===== src/tcc_pkg.sv =====
// Shared constants and types for the timer compare, control and status block.
package tcc_pkg;

    // ========================================================================
    // Register map (byte addresses on the internal register bus)
    // ========================================================================
    localparam logic [7:0] TCC_ADDR_CONTROL = 8'h12;
    localparam logic [7:0] TCC_ADDR_STATUS = 8'h13;
    localparam logic [7:0] TCC_ADDR_CAP_HIGH = 8'h14;
    localparam logic [7:0] TCC_ADDR_CAP_LOW = 8'h15;
    localparam logic [7:0] TCC_ADDR_CMP_HIGH = 8'h16;
    localparam logic [7:0] TCC_ADDR_CMP_LOW = 8'h17;
    localparam logic [7:0] TCC_ADDR_CNT_HIGH = 8'h18;
    localparam logic [7:0] TCC_ADDR_CNT_LOW = 8'h19;

    // ========================================================================
    // Field positions
    // ========================================================================
    localparam int TCC_CTL_CAP_IE_BIT = 7;
    localparam int TCC_CTL_CMP_IE_BIT = 6;
    localparam int TCC_CTL_ROLL_IE_BIT = 5;
    localparam int TCC_CTL_EDGE_BIT = 1;
    localparam int TCC_CTL_LEVEL_BIT = 0;
    // Status flags sit in bits 7..5: capture, compare, rollover.
    localparam int TCC_STS_FLAG_LSB = 5;
    localparam int TCC_FLAG_ROLL = 0;
    localparam int TCC_FLAG_CMP = 1;
    localparam int TCC_FLAG_CAP = 2;

    // ========================================================================
    // Reset values and timing
    // ========================================================================
    localparam logic [15:0] TCC_CNT_RESET = 16'hFFFC;
    localparam logic [15:0] TCC_CNT_ALL_ONES = 16'hFFFF;
    localparam logic [7:0] TCC_RD_IDLE = 8'h00;
    localparam int TCC_PRESCALE_DIV = 4;
    localparam logic [1:0] TCC_PRE_LAST = 2'(TCC_PRESCALE_DIV - 1);

    // ========================================================================
    // Types
    // ========================================================================
    typedef struct packed {
        logic [7:0] addr;
        logic [7:0] wr_data;
        logic wr_stb;
        logic rd_stb;
    } tcc_bus_s;

    typedef struct packed {
        logic capture_irq_enable;
        logic compare_irq_enable;
        logic rollover_irq_enable;
        logic compare_output_level;
    } tcc_ctl_s;

endpackage


===== src/tcc_timer.sv =====
// Timer counter with output compare, input capture, control and status registers.
//
// Design decision made here: the strobed register port.
`timescale 1ns/1ps
`default_nettype none

// How it works
// RQ1 - Compare once per counter tick
// RQ2 - Match drives compare pin to level bit
// RQ3 - Compare registers read/write, reset never touches
// RQ4 - High write inhibits compares until low write
// RQ5 - Match flag cleared by status read, low access
// RQ6 - Level latched every match regardless of flag
// RQ7 - Software masks, writes high, reads status, writes low
// RQ8 - Reset clears control except edge select
// RQ9 - Capture enable gates capture interrupt
// RQ10 - Compare enable gates compare interrupt
// RQ11 - Rollover enable gates rollover interrupt
// RQ12 - Edge select picks rising or falling
// RQ13 - Software selects rising edge for comparator
// RQ14 - Level one drives high, zero low
// RQ15 - Status writes ignored, reset keeps flags
// RQ16 - Capture flag cleared by status, captured-low read
// RQ17 - Rollover flag cleared by status, counter-low read
// RQ18 - Wait mode keeps timer and interrupts running
// RQ19 - Stop freezes counter, reset reloads count
// RQ20 - Edge in stop arms, shows after wakeup
// RQ21 - Halt behaves exactly like wait
// RQ22 - Counter advances every four bus clocks
// RQ23 - Captured value is one above counter
// RQ24 - Interrupt while any enabled flag set

module tcc_timer (
    // Clock and reset
    input wire logic clk_sys,
    input wire logic rst_b,
    // Register bus
    input wire tcc_pkg::tcc_bus_s bus_req,
    output logic [7:0] rd_data,
    // Power modes
    input wire logic stop_mode,
    // Capture sources
    input wire logic capture_input_pin,
    input wire logic comparator_two_flag,
    input wire logic capture_source_select,
    // Outputs
    output logic compare_output_pin,
    output logic timer_irq
);

    // ========================================================================
    // Declarations
    // ========================================================================
    logic [1:0] pre_ff;
    logic [15:0] cnt_ff, cap_val_ff;
    logic [7:0] cmp_hi_ff, cmp_lo_ff, cnt_lo_latch_ff, rd_data_ff;
    logic [2:0] flags_ff, arm_ff, cap_warm_ff;
    tcc_pkg::tcc_ctl_s ctl_ff;
    logic tick_ff, cmp_inhibit_ff, edge_sel_ff, cap_pin_s1_ff, cap_pin_s2_ff, cap_prev_ff;
    logic cap_armed_ff, cap_hold_ff, cnt_latched_ff, compare_pin_ff, timer_irq_ff;

    logic wr_ctl, wr_cmp_hi, wr_cmp_lo;
    logic rd_sts, rd_cap_hi, rd_cap_lo, rd_cnt_hi, rd_cnt_lo, acc_cmp_lo;
    logic pre_wrap, roll_evt, cmp_evt, cap_src, cap_edge, cap_evt;
    logic [2:0] set_vec, clr_vec, en_vec;
    logic [7:0] nxt_rd_data;

    // ========================================================================
    // Address decode
    // ========================================================================
    assign wr_ctl = bus_req.wr_stb && (bus_req.addr == tcc_pkg::TCC_ADDR_CONTROL);
    assign wr_cmp_hi = bus_req.wr_stb && (bus_req.addr == tcc_pkg::TCC_ADDR_CMP_HIGH);
    assign wr_cmp_lo = bus_req.wr_stb && (bus_req.addr == tcc_pkg::TCC_ADDR_CMP_LOW);
    assign rd_sts = bus_req.rd_stb && (bus_req.addr == tcc_pkg::TCC_ADDR_STATUS);
    assign rd_cap_hi = bus_req.rd_stb && (bus_req.addr == tcc_pkg::TCC_ADDR_CAP_HIGH);
    assign rd_cap_lo = bus_req.rd_stb && (bus_req.addr == tcc_pkg::TCC_ADDR_CAP_LOW);
    assign rd_cnt_hi = bus_req.rd_stb && (bus_req.addr == tcc_pkg::TCC_ADDR_CNT_HIGH);
    assign rd_cnt_lo = bus_req.rd_stb && (bus_req.addr == tcc_pkg::TCC_ADDR_CNT_LOW);
    assign acc_cmp_lo = wr_cmp_lo || (bus_req.rd_stb && (bus_req.addr == tcc_pkg::TCC_ADDR_CMP_LOW));

    // ========================================================================
    // Prescaler and free-running counter
    // ========================================================================
    // Wait and halt need no handling: only stop freezes the timer.
    assign pre_wrap = !stop_mode && (pre_ff == tcc_pkg::TCC_PRE_LAST);
    assign roll_evt = pre_wrap && (cnt_ff == tcc_pkg::TCC_CNT_ALL_ONES);

    always_ff @(posedge clk_sys or negedge rst_b) begin
        if (!rst_b) begin
            pre_ff <= 2'h0;
            cnt_ff <= tcc_pkg::TCC_CNT_RESET; // RQ19
            tick_ff <= 1'b0;
        end else begin
            tick_ff <= pre_wrap; // RQ1
            if (!stop_mode) begin // RQ19 RQ18 RQ21
                pre_ff <= pre_ff + 2'h1; // RQ22
                if (pre_wrap) begin
                    cnt_ff <= cnt_ff + 16'h0001;
                end
            end
        end
    end

    // ========================================================================
    // Compare registers
    // ========================================================================
    // No reset on purpose: the compare value survives every reset.
    always_ff @(posedge clk_sys) begin
        if (wr_cmp_hi) begin
            cmp_hi_ff <= bus_req.wr_data; // RQ3
        end
        if (wr_cmp_lo) begin
            cmp_lo_ff <= bus_req.wr_data; // RQ3
        end
    end

    always_ff @(posedge clk_sys or negedge rst_b) begin
        if (!rst_b) begin
            cmp_inhibit_ff <= 1'b0;
        end else if (wr_cmp_lo) begin
            cmp_inhibit_ff <= 1'b0; // RQ4
        end else if (wr_cmp_hi) begin
            cmp_inhibit_ff <= 1'b1; // RQ4
        end
    end

    // The comparison looks at the counter value just after it has advanced.
    assign cmp_evt = tick_ff && !cmp_inhibit_ff && (cnt_ff == {cmp_hi_ff, cmp_lo_ff}); // RQ1 RQ4

    always_ff @(posedge clk_sys or negedge rst_b) begin
        if (!rst_b) begin
            compare_pin_ff <= 1'b0;
        end else if (cmp_evt) begin
            compare_pin_ff <= ctl_ff.compare_output_level; // RQ2 RQ6 RQ14
        end
    end

    // ========================================================================
    // Control register
    // ========================================================================
    always_ff @(posedge clk_sys or negedge rst_b) begin
        if (!rst_b) begin
            ctl_ff <= '0; // RQ8
        end else if (wr_ctl) begin
            ctl_ff.capture_irq_enable <= bus_req.wr_data[tcc_pkg::TCC_CTL_CAP_IE_BIT];
            ctl_ff.compare_irq_enable <= bus_req.wr_data[tcc_pkg::TCC_CTL_CMP_IE_BIT];
            ctl_ff.rollover_irq_enable <= bus_req.wr_data[tcc_pkg::TCC_CTL_ROLL_IE_BIT];
            ctl_ff.compare_output_level <= bus_req.wr_data[tcc_pkg::TCC_CTL_LEVEL_BIT];
        end
    end

    // Edge select keeps its value across resets, so it has no reset branch.
    always_ff @(posedge clk_sys) begin
        if (wr_ctl) begin
            edge_sel_ff <= bus_req.wr_data[tcc_pkg::TCC_CTL_EDGE_BIT]; // RQ8
        end
    end

    // ========================================================================
    // Input capture
    // ========================================================================
    always_ff @(posedge clk_sys or negedge rst_b) begin
        if (!rst_b) begin
            cap_pin_s1_ff <= 1'b0;
            cap_pin_s2_ff <= 1'b0;
            cap_prev_ff <= 1'b0;
            cap_warm_ff <= 3'h0;
        end else begin
            cap_pin_s1_ff <= capture_input_pin;
            cap_pin_s2_ff <= cap_pin_s1_ff;
            cap_prev_ff <= cap_src;
            cap_warm_ff <= {cap_warm_ff[1:0], 1'b1};
        end
    end

    assign cap_src = capture_source_select ? comparator_two_flag : cap_pin_s2_ff; // RQ9
    // A source already high at reset release must not look like an edge, so edges wait for real samples.
    assign cap_edge = cap_warm_ff[2] && (edge_sel_ff ? (cap_src && !cap_prev_ff) : (!cap_src && cap_prev_ff)); // RQ12
    // A capture is lost, not deferred, while the captured high byte is held.
    assign cap_evt = !stop_mode && !cap_hold_ff && (cap_edge || cap_armed_ff); // RQ20

    always_ff @(posedge clk_sys or negedge rst_b) begin
        if (!rst_b) begin
            cap_armed_ff <= 1'b0; // RQ20
        end else begin
            cap_armed_ff <= stop_mode && (cap_armed_ff || cap_edge); // RQ20
        end
    end

    always_ff @(posedge clk_sys or negedge rst_b) begin
        if (!rst_b) begin
            cap_hold_ff <= 1'b0;
        end else if (rd_cap_lo) begin
            cap_hold_ff <= 1'b0;
        end else if (rd_cap_hi) begin
            cap_hold_ff <= 1'b1;
        end
    end

    // Synchroniser delay is hidden by storing one count above the present value.
    always_ff @(posedge clk_sys) begin
        if (cap_evt) begin
            cap_val_ff <= cnt_ff + 16'h0001; // RQ23
        end
    end

    // ========================================================================
    // Counter low-byte latch
    // ========================================================================
    always_ff @(posedge clk_sys or negedge rst_b) begin
        if (!rst_b) begin
            cnt_latched_ff <= 1'b0;
            cnt_lo_latch_ff <= 8'h00;
        end else if (rd_cnt_lo) begin
            cnt_latched_ff <= 1'b0;
        end else if (rd_cnt_hi && !cnt_latched_ff) begin
            cnt_latched_ff <= 1'b1;
            cnt_lo_latch_ff <= cnt_ff[7:0];
        end
    end

    // ========================================================================
    // Status flags
    // ========================================================================
    assign set_vec[tcc_pkg::TCC_FLAG_ROLL] = roll_evt; // RQ17
    assign set_vec[tcc_pkg::TCC_FLAG_CMP] = cmp_evt; // RQ5
    assign set_vec[tcc_pkg::TCC_FLAG_CAP] = cap_evt; // RQ16
    assign clr_vec[tcc_pkg::TCC_FLAG_ROLL] = rd_cnt_lo;
    assign clr_vec[tcc_pkg::TCC_FLAG_CMP] = acc_cmp_lo;
    assign clr_vec[tcc_pkg::TCC_FLAG_CAP] = rd_cap_lo;
    assign en_vec[tcc_pkg::TCC_FLAG_ROLL] = ctl_ff.rollover_irq_enable;
    assign en_vec[tcc_pkg::TCC_FLAG_CMP] = ctl_ff.compare_irq_enable;
    assign en_vec[tcc_pkg::TCC_FLAG_CAP] = ctl_ff.capture_irq_enable;

    generate
        for (genvar i = 0; i < 3; i++) begin : g_flag
            // Flags have no reset and ignore bus writes; a set beats a clear.
            always_ff @(posedge clk_sys) begin
                if (set_vec[i]) begin
                    flags_ff[i] <= 1'b1; // RQ15
                end else if (clr_vec[i] && arm_ff[i]) begin
                    flags_ff[i] <= 1'b0; // RQ5 RQ16 RQ17
                end
            end

            always_ff @(posedge clk_sys or negedge rst_b) begin
                if (!rst_b) begin
                    arm_ff[i] <= 1'b0;
                end else if (rd_sts && flags_ff[i]) begin
                    arm_ff[i] <= 1'b1;
                end else if (clr_vec[i]) begin
                    arm_ff[i] <= 1'b0;
                end
            end
        end
    endgenerate

    always_ff @(posedge clk_sys or negedge rst_b) begin
        if (!rst_b) begin
            timer_irq_ff <= 1'b0;
        end else begin
            timer_irq_ff <= |(flags_ff & en_vec); // RQ24 RQ9 RQ10 RQ11 RQ18
        end
    end

    // ========================================================================
    // Read data
    // ========================================================================
    always_comb begin
        nxt_rd_data = tcc_pkg::TCC_RD_IDLE;
        if (bus_req.rd_stb) begin
            unique case (bus_req.addr)
                tcc_pkg::TCC_ADDR_CONTROL: begin
                    nxt_rd_data[tcc_pkg::TCC_CTL_CAP_IE_BIT] = ctl_ff.capture_irq_enable;
                    nxt_rd_data[tcc_pkg::TCC_CTL_CMP_IE_BIT] = ctl_ff.compare_irq_enable;
                    nxt_rd_data[tcc_pkg::TCC_CTL_ROLL_IE_BIT] = ctl_ff.rollover_irq_enable;
                    nxt_rd_data[tcc_pkg::TCC_CTL_EDGE_BIT] = edge_sel_ff;
                    nxt_rd_data[tcc_pkg::TCC_CTL_LEVEL_BIT] = ctl_ff.compare_output_level;
                end
                tcc_pkg::TCC_ADDR_STATUS: begin
                    nxt_rd_data[tcc_pkg::TCC_STS_FLAG_LSB +: 3] = flags_ff;
                end
                tcc_pkg::TCC_ADDR_CAP_HIGH: nxt_rd_data = cap_val_ff[15:8];
                tcc_pkg::TCC_ADDR_CAP_LOW: nxt_rd_data = cap_val_ff[7:0];
                tcc_pkg::TCC_ADDR_CMP_HIGH: nxt_rd_data = cmp_hi_ff;
                tcc_pkg::TCC_ADDR_CMP_LOW: nxt_rd_data = cmp_lo_ff;
                tcc_pkg::TCC_ADDR_CNT_HIGH: nxt_rd_data = cnt_ff[15:8];
                tcc_pkg::TCC_ADDR_CNT_LOW: nxt_rd_data = cnt_latched_ff ? cnt_lo_latch_ff : cnt_ff[7:0];
                default: nxt_rd_data = tcc_pkg::TCC_RD_IDLE;
            endcase
        end
    end

    always_ff @(posedge clk_sys or negedge rst_b) begin
        if (!rst_b) begin
            rd_data_ff <= tcc_pkg::TCC_RD_IDLE;
        end else begin
            rd_data_ff <= nxt_rd_data;
        end
    end

    assign rd_data = rd_data_ff;
    assign compare_output_pin = compare_pin_ff;
    assign timer_irq = timer_irq_ff;

    // ========================================================================
    // Assertions
    // ========================================================================
    a_counter_prescale: assert property ( // RQ22
        @(posedge clk_sys) disable iff (!rst_b)
        (!stop_mode && pre_ff == tcc_pkg::TCC_PRE_LAST) |=> (cnt_ff == $past(cnt_ff) + 16'h0001) && tick_ff
    ) else $error("Counter did not advance at the end of the prescale period.");

    a_counter_hold: assert property ( // RQ22
        @(posedge clk_sys) disable iff (!rst_b)
        (pre_ff != tcc_pkg::TCC_PRE_LAST) |=> (cnt_ff == $past(cnt_ff)) && !tick_ff
    ) else $error("Counter moved between prescale ends.");

    a_stop_freeze: assert property ( // RQ19
        @(posedge clk_sys) disable iff (!rst_b)
        stop_mode [*2] |-> $stable(cnt_ff) && $stable(pre_ff)
    ) else $error("Counter moved during stop.");

    a_compare_pin_level: assert property ( // RQ2
        @(posedge clk_sys) disable iff (!rst_b)
        (tick_ff && !cmp_inhibit_ff && cnt_ff == {cmp_hi_ff, cmp_lo_ff})
        |=> compare_pin_ff == $past(ctl_ff.compare_output_level) && flags_ff[tcc_pkg::TCC_FLAG_CMP]
    ) else $error("Compare match did not drive level and flag.");

    a_compare_inhibit: assert property ( // RQ4
        @(posedge clk_sys) disable iff (!rst_b)
        (wr_cmp_hi && !wr_cmp_lo) |=> cmp_inhibit_ff && !cmp_evt
    ) else $error("Compare not inhibited after high byte write.");

    a_flag_clear_seq: assert property ( // RQ5
        @(posedge clk_sys) disable iff (!rst_b)
        (rd_sts && flags_ff[tcc_pkg::TCC_FLAG_CMP] && !cmp_evt) ##1 (acc_cmp_lo && !cmp_evt)
        |=> !flags_ff[tcc_pkg::TCC_FLAG_CMP]
    ) else $error("Compare flag survived its clearing sequence.");

    a_rollover_flag: assert property ( // RQ17
        @(posedge clk_sys) disable iff (!rst_b)
        (pre_wrap && cnt_ff == tcc_pkg::TCC_CNT_ALL_ONES) |=> flags_ff[tcc_pkg::TCC_FLAG_ROLL] && cnt_ff == 16'h0000
    ) else $error("Rollover flag not set on wrap.");

    a_capture_value: assert property ( // RQ23
        @(posedge clk_sys) disable iff (!rst_b)
        cap_evt |=> cap_val_ff == $past(cnt_ff) + 16'h0001 && flags_ff[tcc_pkg::TCC_FLAG_CAP]
    ) else $error("Captured value or flag wrong.");

    a_capture_in_stop: assert property ( // RQ20
        @(posedge clk_sys) disable iff (!rst_b)
        (stop_mode && !flags_ff[tcc_pkg::TCC_FLAG_CAP]) |=> !flags_ff[tcc_pkg::TCC_FLAG_CAP]
    ) else $error("Capture flag set while stopped.");

    a_irq_gate: assert property ( // RQ24
        @(posedge clk_sys) disable iff (!rst_b)
        (|(flags_ff & en_vec)) |=> timer_irq_ff
    ) else $error("Interrupt missing with an enabled flag set.");

    a_irq_quiet: assert property ( // RQ10
        @(posedge clk_sys) disable iff (!rst_b)
        (en_vec == 3'h0) |=> !timer_irq_ff
    ) else $error("Interrupt raised with all enables clear.");

endmodule

`default_nettype wire


===== config.mk =====
export PLATFORM = sky130hd
export DESIGN_NAME = tcc_timer
export DESIGN_NICKNAME = d
export VERILOG_FILES = /design/src/tcc_pkg.sv /design/src/tcc_timer.sv
export SDC_FILE = /design/constraint.sdc
export NUM_CORES = 1
export LEC_CHECK = 0
export ABC_AREA = 1
export BUFFER_PORTS_ARGS = -buffer_cell sky130_fd_sc_hd__buf_2
export CAP_MARGIN = 30
export CELL_PAD_IN_SITES_DETAIL_PLACEMENT = 0
export CELL_PAD_IN_SITES_GLOBAL_PLACEMENT = 1
export CORE_UTILIZATION = 33
export CTS_BUF_LIST = sky130_fd_sc_hd__clkbuf_8
export CTS_CLUSTER_SIZE = 28
export DETAILED_ROUTE_END_ITERATION = 12
export PLACE_DENSITY = 0.64
export SETUP_SLACK_MARGIN = 0.1
export SLEW_MARGIN = 30
export SYNTH_ARGS = -nofsm -noshare
export SYNTH_HDL_FRONTEND = slang
export SYNTH_SLANG_ARGS = --single-unit
export TNS_END_PERCENT = 20

===== constraint.sdc =====
create_clock -name clk_sys -period 1.8 [get_ports clk_sys]
set_input_delay 0 -clock clk_sys [delete_from_list [all_inputs] [get_ports clk_sys]]
set_output_delay 0 -clock clk_sys [all_outputs]
set_load 0.05 [all_outputs]

; Yosys cells after proc, flatten, opt, wreduce, memory -nomap -nowiden
; Cells that the tools add are included.
[op_classes]
add_sub_neg = 2
n_mul = 0
div = 0
order_cmp = 0
eq_ne = 11
shift = 0
mux = 19
n_bitwise = 3
n_reduce_logical = 43
[op_table]
columns = operator, n
row1 = "equality test 8 x 5 -> 1 bit, second input constant", 8
row2 = logical AND 1 bit, 26
row3 = one-hot mux 3 bit (8 select lines), 1
row4 = one-hot mux 3 bit (6 select lines), 1
row5 = "adder 16 x 1 -> 16 bit, second input constant", 1
row6 = equality test 16 bit, 1
row7 = "equality test 16 bit, second input constant", 1
row8 = two-way mux 8 bit, 2
row9 = two-way mux 1 bit, 14
row10 = one-hot mux 2 bit (7 select lines), 1
row11 = nonzero test 2 bit, 6
row12 = zero test 1 bit, 6
row13 = AND reduction 2 bit, 2
row14 = AND 3 bit, 1
row15 = OR reduction 3 bit, 1
row16 = "adder 2 x 1 -> 2 bit, second input constant", 1
row17 = "equality test 2 bit, second input constant", 1
row18 = logical OR 1 bit, 2
row19 = inverter 1 bit, 2
[totals]
regBits = 90
latch_bits = 0
ramBits = 0
mem_bits_ro = 0
inputBits = 24
output_inout_bits = 10
mem_count = 0

; Depth between registers and ports, before layout
; Gate-level depths: netlist of run 1.
[logic_depth]
ltp_word = 7
depth_mapped = 10
mapped_depth_nobuf = 9

; Worst setup path before layout of run 1
; OpenSTA, ideal clock, no wires.
[synth_path]
path_kind = reg-to-reg
from = reg cnt_ff[7]
to = reg cap_val_ff[11], data pin
setup_time_ps = 255
t_arrival_ps = 1256
required_time_ps = 1545
setup_slack_ps = 290
path_stages_with_launch = 6
synth_period_minus_slack_ps = 1510
path_cell_list = dfstp_2 -> buf_6 -> inv_2 -> nor3_1 -> nand3_1 -> and2_1
[synth_between]
elab_chain_cells = 1
[synth_lines]
columns = item, line_no
row1 = start: declaration, tcc_timer.sv:55  ; logic [15:0] cnt_ff, cap_val_ff;
row2 = start signal: assignment, tcc_timer.sv:91  ; cnt_ff <= tcc_pkg::TCC_CNT_RESET;
row3 = start signal: assignment, tcc_timer.sv:98  ; cnt_ff <= cnt_ff + 16'h0001;
row4 = adder 16 x 1 -> 16 bit, tcc_timer.sv:203  ; cap_val_ff <= cnt_ff + 16'h0001;
row5 = end signal: assignment, tcc_timer.sv:203
row6 = end: declaration, tcc_timer.sv:55
; No other way between the ends.
; A chain may end at the register's enable or synchronous reset.

; Final worst setup path of run 1
[layout_path]
from = reg cnt_ff[10]
to = reg cap_val_ff[11], data pin
; The elaborated chain is that of the path after synthesis.

==> results of run 1 <==
[worst reg2reg max path, stage by stage (launching register included)]
cell and delay, ps:
dfstp_2 580, inv_1 120, nor3_1 400, nand3_1 150, and2_1 180
[cells by family (layout without fill, tap and decap cells)]
kind of cell,Yosys count,after routing,synth area share (%)
AOI/OAI and AO/OA,73,73,8.65
adders and majority gates,2,2,0.567
other,1,1,0.0850
xor gates and xnor gates,14,14,3.12
and+or+nand+nor,253,253,25.5
buffers and inverters,72,140,7.20
DFF,90,90,54.8
[stage by stage]
stage | worst slack [ps] | hold WS, ps
after floorplan | 290 | -296
after detailed placement | 185 | 76.3
after CTS | 166 | 47.9
after global routing | 31.2 | 109
final | 135 | 52.9
after global placement | 156 | 78.5
[layout make-up]
class,count,area (um^2),share of cell area [%]
sequential,90,2420,46.6
multi-input combinational,343,1680,32.3
clock buffer,10,138,2.65
clock inverter,6,57.6,1.11
inverter,61,229,4.41
tap,172,215,4.15
timing repair buffer,63,453,8.73
[flip-flops by register name, indices dropped and copies added (netlist names), 4 cells and up]
signal / count
cmp_hi_ff: 8
rd_data: 8
cnt_ff: 16
cmp_lo_ff: 8
ctl_ff: 4
cnt_lo_latch_ff: 8
cap_val_ff: 16
[per-layer routing]
| metal | part of all wire (%) | up-vias |
|---|---|---|
| met5 | 0 | - |
| met4 | 2.9 | 0 |
| met3 | 4.9 | 25 |
| met2 | 45 | 101 |
| met1 | 47 | 1696 |
| li1 | - | 1762 |
[final timing paths]
kind                                   to      startpoint
setup reg to reg           cap_val_ff[11]      cnt_ff[10]
min in group asynchronous       pre_ff[0]           rst_b
max in group asynchronous       cnt_ff[3]           rst_b
hold reg to reg            cap_warm_ff[1]  cap_warm_ff[0]
setup / recovery           cap_val_ff[11]      cnt_ff[10]
hold / removal                  arm_ff[2]     bus_req[15]
[repair_timing]
item	in CTS	in global routing
endpoints found under the setup margin	0	8
hold endpoints to repair	50	0
hold buffers	15	0
gates resized for setup	0	1
[synthesized netlist by cell type (all sizes together)]
cell	instances	area, um^2
a21oi	9	45.0
a22o	1	8.76
a2bb2oi	1	8.76
and2	1	6.26
buf	9	81.3
clkbuf	2	7.51
clkinv	1	3.75
conb	1	3.75
dfrtp	40	1000
dfstp	14	368
dfxtp	3	60.1
edfxtp	33	991
ha	2	25.0
inv	60	225
nand2	145	559
nand3	47	245
nand4	8	56.3
nor2	46	218
nor3	5	36.3
nor4	1	6.26
o211ai	2	15.0
o21ai	60	304
xnor2	1	8.76
xor2	13	129
[power by group]
group | switching, uW | total (uW) | internal (uW)
Clock | 730 | 1400 | 670
Sequential | 237 | 2730 | 2500
Combinational | 751 | 1120 | 365
==> out/metrics.cfg, run 1 <==
[cts]
path_clk_slew_ps = 90
post_cts_buffers = 0
clock_latency_ps = 380
cts_sinks = 90
clockRootBuffer = clkbuf_8
cts_buffer_depth = 2
cts_tree = yes
cts_inserted_buffers = 9
htreeDepth = 3

[cells_and_area]
final_util_pct = 40.5
areaGrowthSynthToFinish_pct = 17.6
fill_cells = 1324
final_area_um2 = 5190
drive_gt1_share_pct = 18.5
num_antenna_cells = 0
layout_common_cells = 139 x nand2_1, 58 x inv_1, 45 x nand3_1, 45 x o21ai_0, 40 x dfrtp_1
final_common_cell = nand2_1
fin_cells = 745
nets = 594

[global_routing]
grt_busiest_layer = met2
grtUsageMet2_pct = 30.1
first_global_vias = 3538
grtUsageMet1_pct = 26.6
grt.total_usage_pct = 19.6
grt_overflow_total = 0
use_met3_pct = 4.65
grt_max_degree = 32
grt_pass1_wl_mm = 20.3
antenna_found_initial = 0

[setup_path]
critical_path_depth = 4
r2r_cells = 4
crit_buf_inv = 1
required_ps = 1930
path_max_fanout = 4
slowest_delay_ps = 580
path_cells = inv_1 > nor3_1 > nand3_1 > and2_1
cp-end-kind = flop
arrival_ps = 1800
crit_path_start_kind = flop
slowest_stage = dfstp_2
reg2reg_slack_ps = 140
path_class = flop to flop
critPathTopFamily = simple AND/OR/NAND/NOR gates

[timing]
slew_viol_final = 0
fmax_ghz = 0.601
fin_skew_ps = 10.2
period_share_pct = 92.5
setup_viol = 0
rsz0062_at_grt = true
fin_tns_setup_ps = 0
slew-limit-headroom_pct = 55.5
fin_crit_ps = 1660
worst_slew_pin_slew_ps = 667
finalHoldViolCount = 0

[power_and_ir_drop]
leakagePower_uw = 0.00233
power_uw = 5250
pwr_density_cell_nw_per_um2 = 1010
vdd_drop_max_v = 0.000336

[synth]
synth_cells = 505
yosys_register_bits = 90
yosysWarningCount = 0
ys_seq_area_share_pct = 54.8
syn_area_per_cell_um2 = 8.74
yosys.cell_types.count = 36
syn_area_um2 = 4410
synth_nets = 531

[routing]
routed_wl_mm = 12.6
routedWlPerCell_um = 16.8
first_iter_violations = 173
vias = 3584
drt_pass1_iterations = 5
drcViolationCount = 0
ant_nets = 0
post_drt_via_cell_ratio = 4.81

[placed_design]
post-dp-hpwl_mm = 9.51
gp_congestion = 0.928
dpl-instance-area_um2 = 4840
io_buffers = 33
dp_cells = 714

[floorplanning]
io_pins = 34
dieArea_um2 = 13800
coreArea_um2 = 12800
chipHeight_um = 118
num_rows = 41
start_util_pct = 34.4
fp.dieW_um = 118

[worst_hold_path]
hold_path_class = primary input to flop
hold_path_depth = 7

[run_status]
status = finished clean

[run]
drv_cap = 0

Note: power is estimated with default switching activity, not from simulation.
==> run 2: changes to the inputs <==
ABC_AREA = 0   (was 1)
PLACE_DENSITY = 0.62   (was 0.64)
SKIP_CTS_REPAIR_TIMING = 1   (was default)
==> run 2 against run 1 <==
Effect of this change: hold slack worse by 39 ps; clock power is 5% lower; synthesized area is 3.7% lower; fmax is 5.9% lower; sequential power is 11% lower; critical endpoint is now compare_output_pin.
==> out/metrics.cfg, run 2 <==
[run_status]
status = finished clean

[power_and_ir_drop]
power_uw = 4500  ; -14%
leakagePower_uw = 0.00229  ; -2.0%
pwr_density_cell_nw_per_um2 = 862  ; -15%
vdd_drop_max_v = 0.000299  ; -11%

[cells_and_area]
fin_cells = 606  ; -19%
final_common_cell = dfrtp_1
num_antenna_cells = 0  ; unchanged
nets = 455  ; -23%
top_regs = cap_val_ff: 16 flops, cnt_ff: 16 flops
areaGrowthSynthToFinish_pct = 23.0
drive_gt1_share_pct = 30.9  ; +12 points
layout_common_cells = 39 x dfrtp_1, 38 x buf_4, 33 x edfxtp_1, 33 x buf_2, 27 x nand2_1
final_area_um2 = 5230  ; +0.67%

[global_routing]
grt_max_degree = 34  ; +6.3%
first_global_vias = 2883  ; -19%
grt_pass1_wl_mm = 16.9  ; -17%
antenna_found_initial = 0  ; unchanged
grt.total_usage_pct = 17.7  ; -1.9 points
grt_overflow_total = 0  ; unchanged

[synth]
async_reset_ff_share_pct = 60.0  ; unchanged
synth_nets = 382  ; -28%
yosys.cell_types.count = 49  ; +36%
syn_area_per_cell_um2 = 11.9  ; +37%
yosysTopAreaCell = dfrtp_1
yosysMostFrequentCell = dfrtp_1
synth_ff_type = dfrtp_1
yosys_register_bits = 90  ; unchanged
netlist.area_leader.share_pct = 23.6  ; +0.87 points
syn_area_um2 = 4250  ; -3.7%
synth_edf_count = 33  ; unchanged
ys_seq_area_share_pct = 56.9  ; +2.1 points
yosysWarningCount = 0  ; unchanged
yosys-top-cells-area = dfrtp_1 24%, edfxtp_1 23%, dfstp_2 8.7%, xor2_1 4.9%, xnor2_1 4.5%
synth_cells = 356  ; -30%
netlist_top_cells_count = 40 x dfrtp_1, 33 x edfxtp_1, 27 x nand2_1

[placed_design]
dpl-instance-area_um2 = 4810  ; -0.72%
post-dp-hpwl_mm = 7.94  ; -17%
dp_cells = 568  ; -20%
io_buffers = 33  ; unchanged
gp_congestion = 0.844  ; -9.0%

[timing]
fin_crit_ps = 1770  ; +105 ps
finalHoldViolCount = 0  ; unchanged
fmax_ghz = 0.565  ; -5.9%
rsz0062_at_grt = true
slew_viol_final = 0  ; unchanged
slew-limit-headroom_pct = 61.5  ; +6.0 points
period_share_pct = 98.3  ; +5.9 points
fin_skew_ps = 10.2  ; -0.0200 ps
worst_slew_pin_slew_ps = 577  ; -89.7 ps
setup_viol = 0  ; unchanged

[routing]
routedWlPerCell_um = 17.6  ; +4.4%
routed_wl_mm = 10.7  ; -15%
first_iter_violations = 184  ; +6.4%
ant_nets = 0  ; unchanged
drt_pass1_iterations = 4  ; -1
post_drt_via_cell_ratio = 4.79  ; -0.39%
drcViolationCount = 0  ; unchanged
vias = 2904  ; -19%

[setup_path]
arrival_ps = 2040  ; +240 ps
r2r_cells = 5  ; +1
cp-end-kind = flop
path_class = flop to flop
critPathLaunch = cnt_ff[14]
r2r-start = cnt_ff[14]
path_max_fanout = 2  ; -2
required_ps = 2070  ; +140 ps
crit_path_start_kind = flop

[floorplanning]
start_util_pct = 33.8  ; -0.60 points
num_rows = 41  ; unchanged
io_pins = 34  ; unchanged
fp.dieW_um = 115  ; -1.8%
chipHeight_um = 115  ; -1.8%
coreArea_um2 = 12600  ; -2.0%
dieArea_um2 = 13300  ; -3.7%

[worst_hold_path]
hold_path_depth = 3  ; -4
hp-start = bus_req[13]
hold_path_class = primary input to flop

[run]
drv_cap = 0  ; unchanged

[cts]
cts_buffer_depth = 2  ; unchanged
clock_latency_ps = 380  ; about the same
cts_sinks = 90  ; unchanged
htreeDepth = 3  ; unchanged
cts_tree = yes
cts_inserted_buffers = 9  ; unchanged
clockRootBuffer = clkbuf_8
path_clk_slew_ps = 100  ; about the same

-- run 2: changes by cell type after synthesis, moves of 14 or more --
cell / before / now
inv_1: 57 / 8
o21ai_1: 14 / 0
nand2_1: 139 / 27
o21ai_0: 45 / 10
clkbuf_1: 2 / 20
nand3_1: 45 / 10
mux2i_1: 0 / 19
xnor2_1: 1 / 22
-- run 2: final timing paths --
kind	end	slack (ps)
min in group asynchronous	rd_data[6]	150
worst max register to register	compare_output_pin	30
worst min register to register	cap_warm_ff[1]	360
max in group asynchronous	cnt_ff[7]	990
worst max-delay path	compare_output_pin	30
worst min-delay path	arm_ff[0]	10
-- run 2: cell families (layout without fill, tap and decap cells) --
family          Yosys count  in the layout  share of synthesized area [%]
flops                    90             90                           56.9
mux                      38             38                           10.4
simple gates             94             94                           11.4
xor+xnor                 46             46                           9.48
compound gates           51             51                           7.86
buf+inv                  34            112                           3.27
other cells               1              1                         0.0883
fa+ha+maj                 2              2                          0.589
-- run 2: worst max-delay path, cell delays in order (launching register included) --
cell and delay (ps):
dfstp_2 550, xnor2_1 130, nand4_1 140, nor4b_2 360, nand4_1 180, mux2_2 300
-- run 2: where the power goes --
| group | switching (uW) | internal [uW] |
|---|---|---|
| Sequential | 131 | 2300 |
| Clock | 804 | 526 |
| Combinational | 387 | 357 |
-- run 2: per-stage QoR --
| stage | worst slack, ps | hold slack, ps | utilization (%) | TNS [ps] |
|---|---|---|---|---|
| 6_report | 29.9 | 13.6 | 41.6 | 0 |
| 5_1_grt | -41.5 | 30.3 | 41.6 | -86.9 |
| 4_1_cts | -118 | -389 | 39.7 | -118 |
| 3_5_place_dp | -94.9 | 32.5 | 38.2 | -94.9 |
| 3_3_place_gp | -91.6 | 24.6 | 38.2 | -91.6 |
| 2_1_floorplan | -100 | -296 | - | -157 |
-- run 2: final cells by class --
class                   count  area (um^2)
repair buffers             88          642
fillers                  1223         7340
clock buffers               9          124
well taps                 172          215
clock inverters             7         58.8
multi-input cells         232         1730
flip-flops and latches     90         2420
inverters                   8         30.0
-- run 2: layer usage --
| layer | wire, um | global-route usage (%) | vias up | share of wire [%] |
|---|---|---|---|---|
| met5 | 0 | 0 | - | 0 |
| met4 | 241 | 7.53 | 0 | 2.3 |
| met3 | 322 | 2.93 | 16 | 3.0 |
| met2 | 4990 | 27.9 | 57 | 47 |
| met1 | 5110 | 24.0 | 1433 | 48 |
| li1 | - | - | 1398 | - |
==> run 3: changes to the inputs <==
ABC_AREA = 1   (was 0)
CORE_ASPECT_RATIO = 0.6   (was default)
PLACE_DENSITY = 0.64   (was 0.62)
==> run 3 against run 2 <==
Effect of this change: count of clock-buffer cells in the layout is the same; via count grew 30%; largest cell class unchanged; clock skew is essentially flat; sequential share of layout area shrank 0.93 points; highest routed layer unchanged; non-clock buffer count shrank 9; final area grew 2.0%; setup slack gained 58 ps; combinational power grew 87%; first-iteration DRC count grew 81%.
==> out/metrics.cfg, run 3 (synthesis gave the netlist of run 1 again) <==
[run_status]
status = finished clean

[timing]
period_share_pct = 95.1  ; -3.2 points
fin_skew_ps = 9.91  ; -0.284 ps
timing.hold.ws_ps = 16.6  ; +2.99 ps
fmax_ghz = 0.584  ; +3.4%
finalHoldViolCount = 0  ; unchanged
worst_slew_pin_slew_ps = 524  ; -52.9 ps
slew_viol_final = 0  ; unchanged
worst_slack_ps = 88.2  ; +58.3 ps
slew-limit-headroom_pct = 65.0  ; +3.5 points
setup_viol = 0  ; unchanged
rsz0062_at_grt = true
fin_crit_ps = 1710  ; -58.3 ps

[routing]
vias = 3789  ; +30%
drt_pass1_iterations = 5  ; +1
routedWlPerCell_um = 18.4  ; +4.4%
drcViolationCount = 0  ; unchanged
routed_wl_mm = 14.0  ; +31%
first_iter_violations = 333  ; +81%
ant_nets = 0  ; unchanged
post_drt_via_cell_ratio = 4.98  ; +3.9%

[setup_path]
r2r-start = cnt_ff[6]
cp-endpoint = cnt_ff[7]
arrival_ps = 2010  ; -30 ps
path_max_fanout = 5  ; +3
critPathLaunch = cnt_ff[6]
cp-end-kind = flop
rr_endpoint = cnt_ff[7]
path_class = flop to flop
reg2reg_slack_ps = 90  ; +60 ps
crit_path_start_kind = flop
r2r_cells = 7  ; +2
required_ps = 2100  ; +30 ps

[cts]
cts_inserted_buffers = 9  ; unchanged
clockRootBuffer = clkbuf_8
cts_buffer_depth = 2  ; unchanged
htreeDepth = 3  ; unchanged
cts_tree = yes
path_clk_slew_ps = 100  ; about the same
clock_latency_ps = 360  ; -20 ps
cts_sinks = 90  ; unchanged

[cells_and_area]
final_common_cell = nand2_1
final_area_um2 = 5330  ; +2.0%
fin_cells = 761  ; +26%
drive_gt1_share_pct = 21.6  ; -9.3 points
fill_cells = 1307  ; +6.9%
top_regs = cap_val_ff: 16 flops, cnt_ff: 16 flops
nets = 610  ; +34%
areaGrowthSynthToFinish_pct = 20.8
layout_common_cells = 139 x nand2_1, 56 x inv_1, 44 x nand3_1

[placed_design]
gp_congestion = 0.881  ; +4.4%
io_buffers = 33  ; unchanged
dpl-instance-area_um2 = 4940  ; +2.7%
dp_cells = 725  ; +28%
dp_slack_ps = -38.4  ; +56.5 ps
post-dp-hpwl_mm = 10.7  ; +35%

[floorplanning]
coreArea_um2 = 12900  ; +2.9%
dieArea_um2 = 13900  ; +3.9%
num_rows = 32  ; -22%
io_pins = 34  ; unchanged
start_util_pct = 34.1  ; +0.32 points
fp.dieW_um = 151  ; +31%
chipHeight_um = 91.6  ; -21%

[global_routing]
grt_overflow_total = 0  ; unchanged
first_global_vias = 3405  ; +18%
grt_pass1_wl_mm = 21.1  ; +25%
grt.total_usage_pct = 21.5  ; +3.8 points
antenna_found_initial = 0  ; unchanged
grt_max_degree = 55  ; +62%

[power_and_ir_drop]
vdd_drop_max_v = 0.000489  ; +64%
power_uw = 5460  ; +21%
pwr_density_cell_nw_per_um2 = 1020  ; +19%
leakagePower_uw = 0.00239  ; +4.6%

[run]
drv_cap = 0  ; unchanged

[worst_hold_path]
hold_path_depth = 4  ; +1
hold_path_class = primary input to flop

run 3: worst min-delay path by stage:
stage / from / end
after floorplan: rst_b / arm_ff[0]
after CTS: rst_b / cap_hold_ff
after global routing: bus_req[0] / arm_ff[2]
final: bus_req[0] / arm_ff[2]
after global placement: rst_b / cap_hold_ff
after detailed placement: rst_b / cap_hold_ff
run 3: cell type report:
type	count	area [um^2]	share of cell area (%)
Timing Repair Buffer	79	583	10.9
Tap cell	170	213	3.99
Clock buffer	9	124	2.32
Inverter	61	233	4.37
Clock inverter	7	52.6	0.986
Multi-Input combinational cell	343	1700	31.9
Antenna cell	2	5.00	0.0939
Sequential cell	90	2420	45.4
run 3: power by group:
group | internal [uW] | switching, uW
Combinational | 488 | 905
Sequential | 2500 | 258
Clock | 513 | 798
run 3: metrics by stage:
stage / utilization, % / setup TNS [ps]
2_1_floorplan: - / 0
3_3_place_gp: 38.2 / -77.9
3_5_place_dp: 38.2 / -75.2
4_1_cts: 39.5 / -67.7
5_1_grt: 41.2 / 0
6_report: 41.2 / 0
run 3: routing by layer:
| metal | GRT usage (%) | part of all wire (%) | vias up |
|---|---|---|---|
| li1 | - | - | 1803 |
| met1 | 37.7 | 55 | 1814 |
| met2 | 25.5 | 36 | 163 |
| met3 | 4.32 | 8.2 | 9 |
| met4 | 3.50 | 0.56 | 0 |
| met5 | 0 | 0 | - |
run 3: critical path, stage by stage, from the launching register on:
cell,delay [ps]
dfstp_2,640
nand2_2,110
nor3_4,230
buf_4,180
buf_4,140
xor2_4,190
nand2_1,90
o21ai_2,60
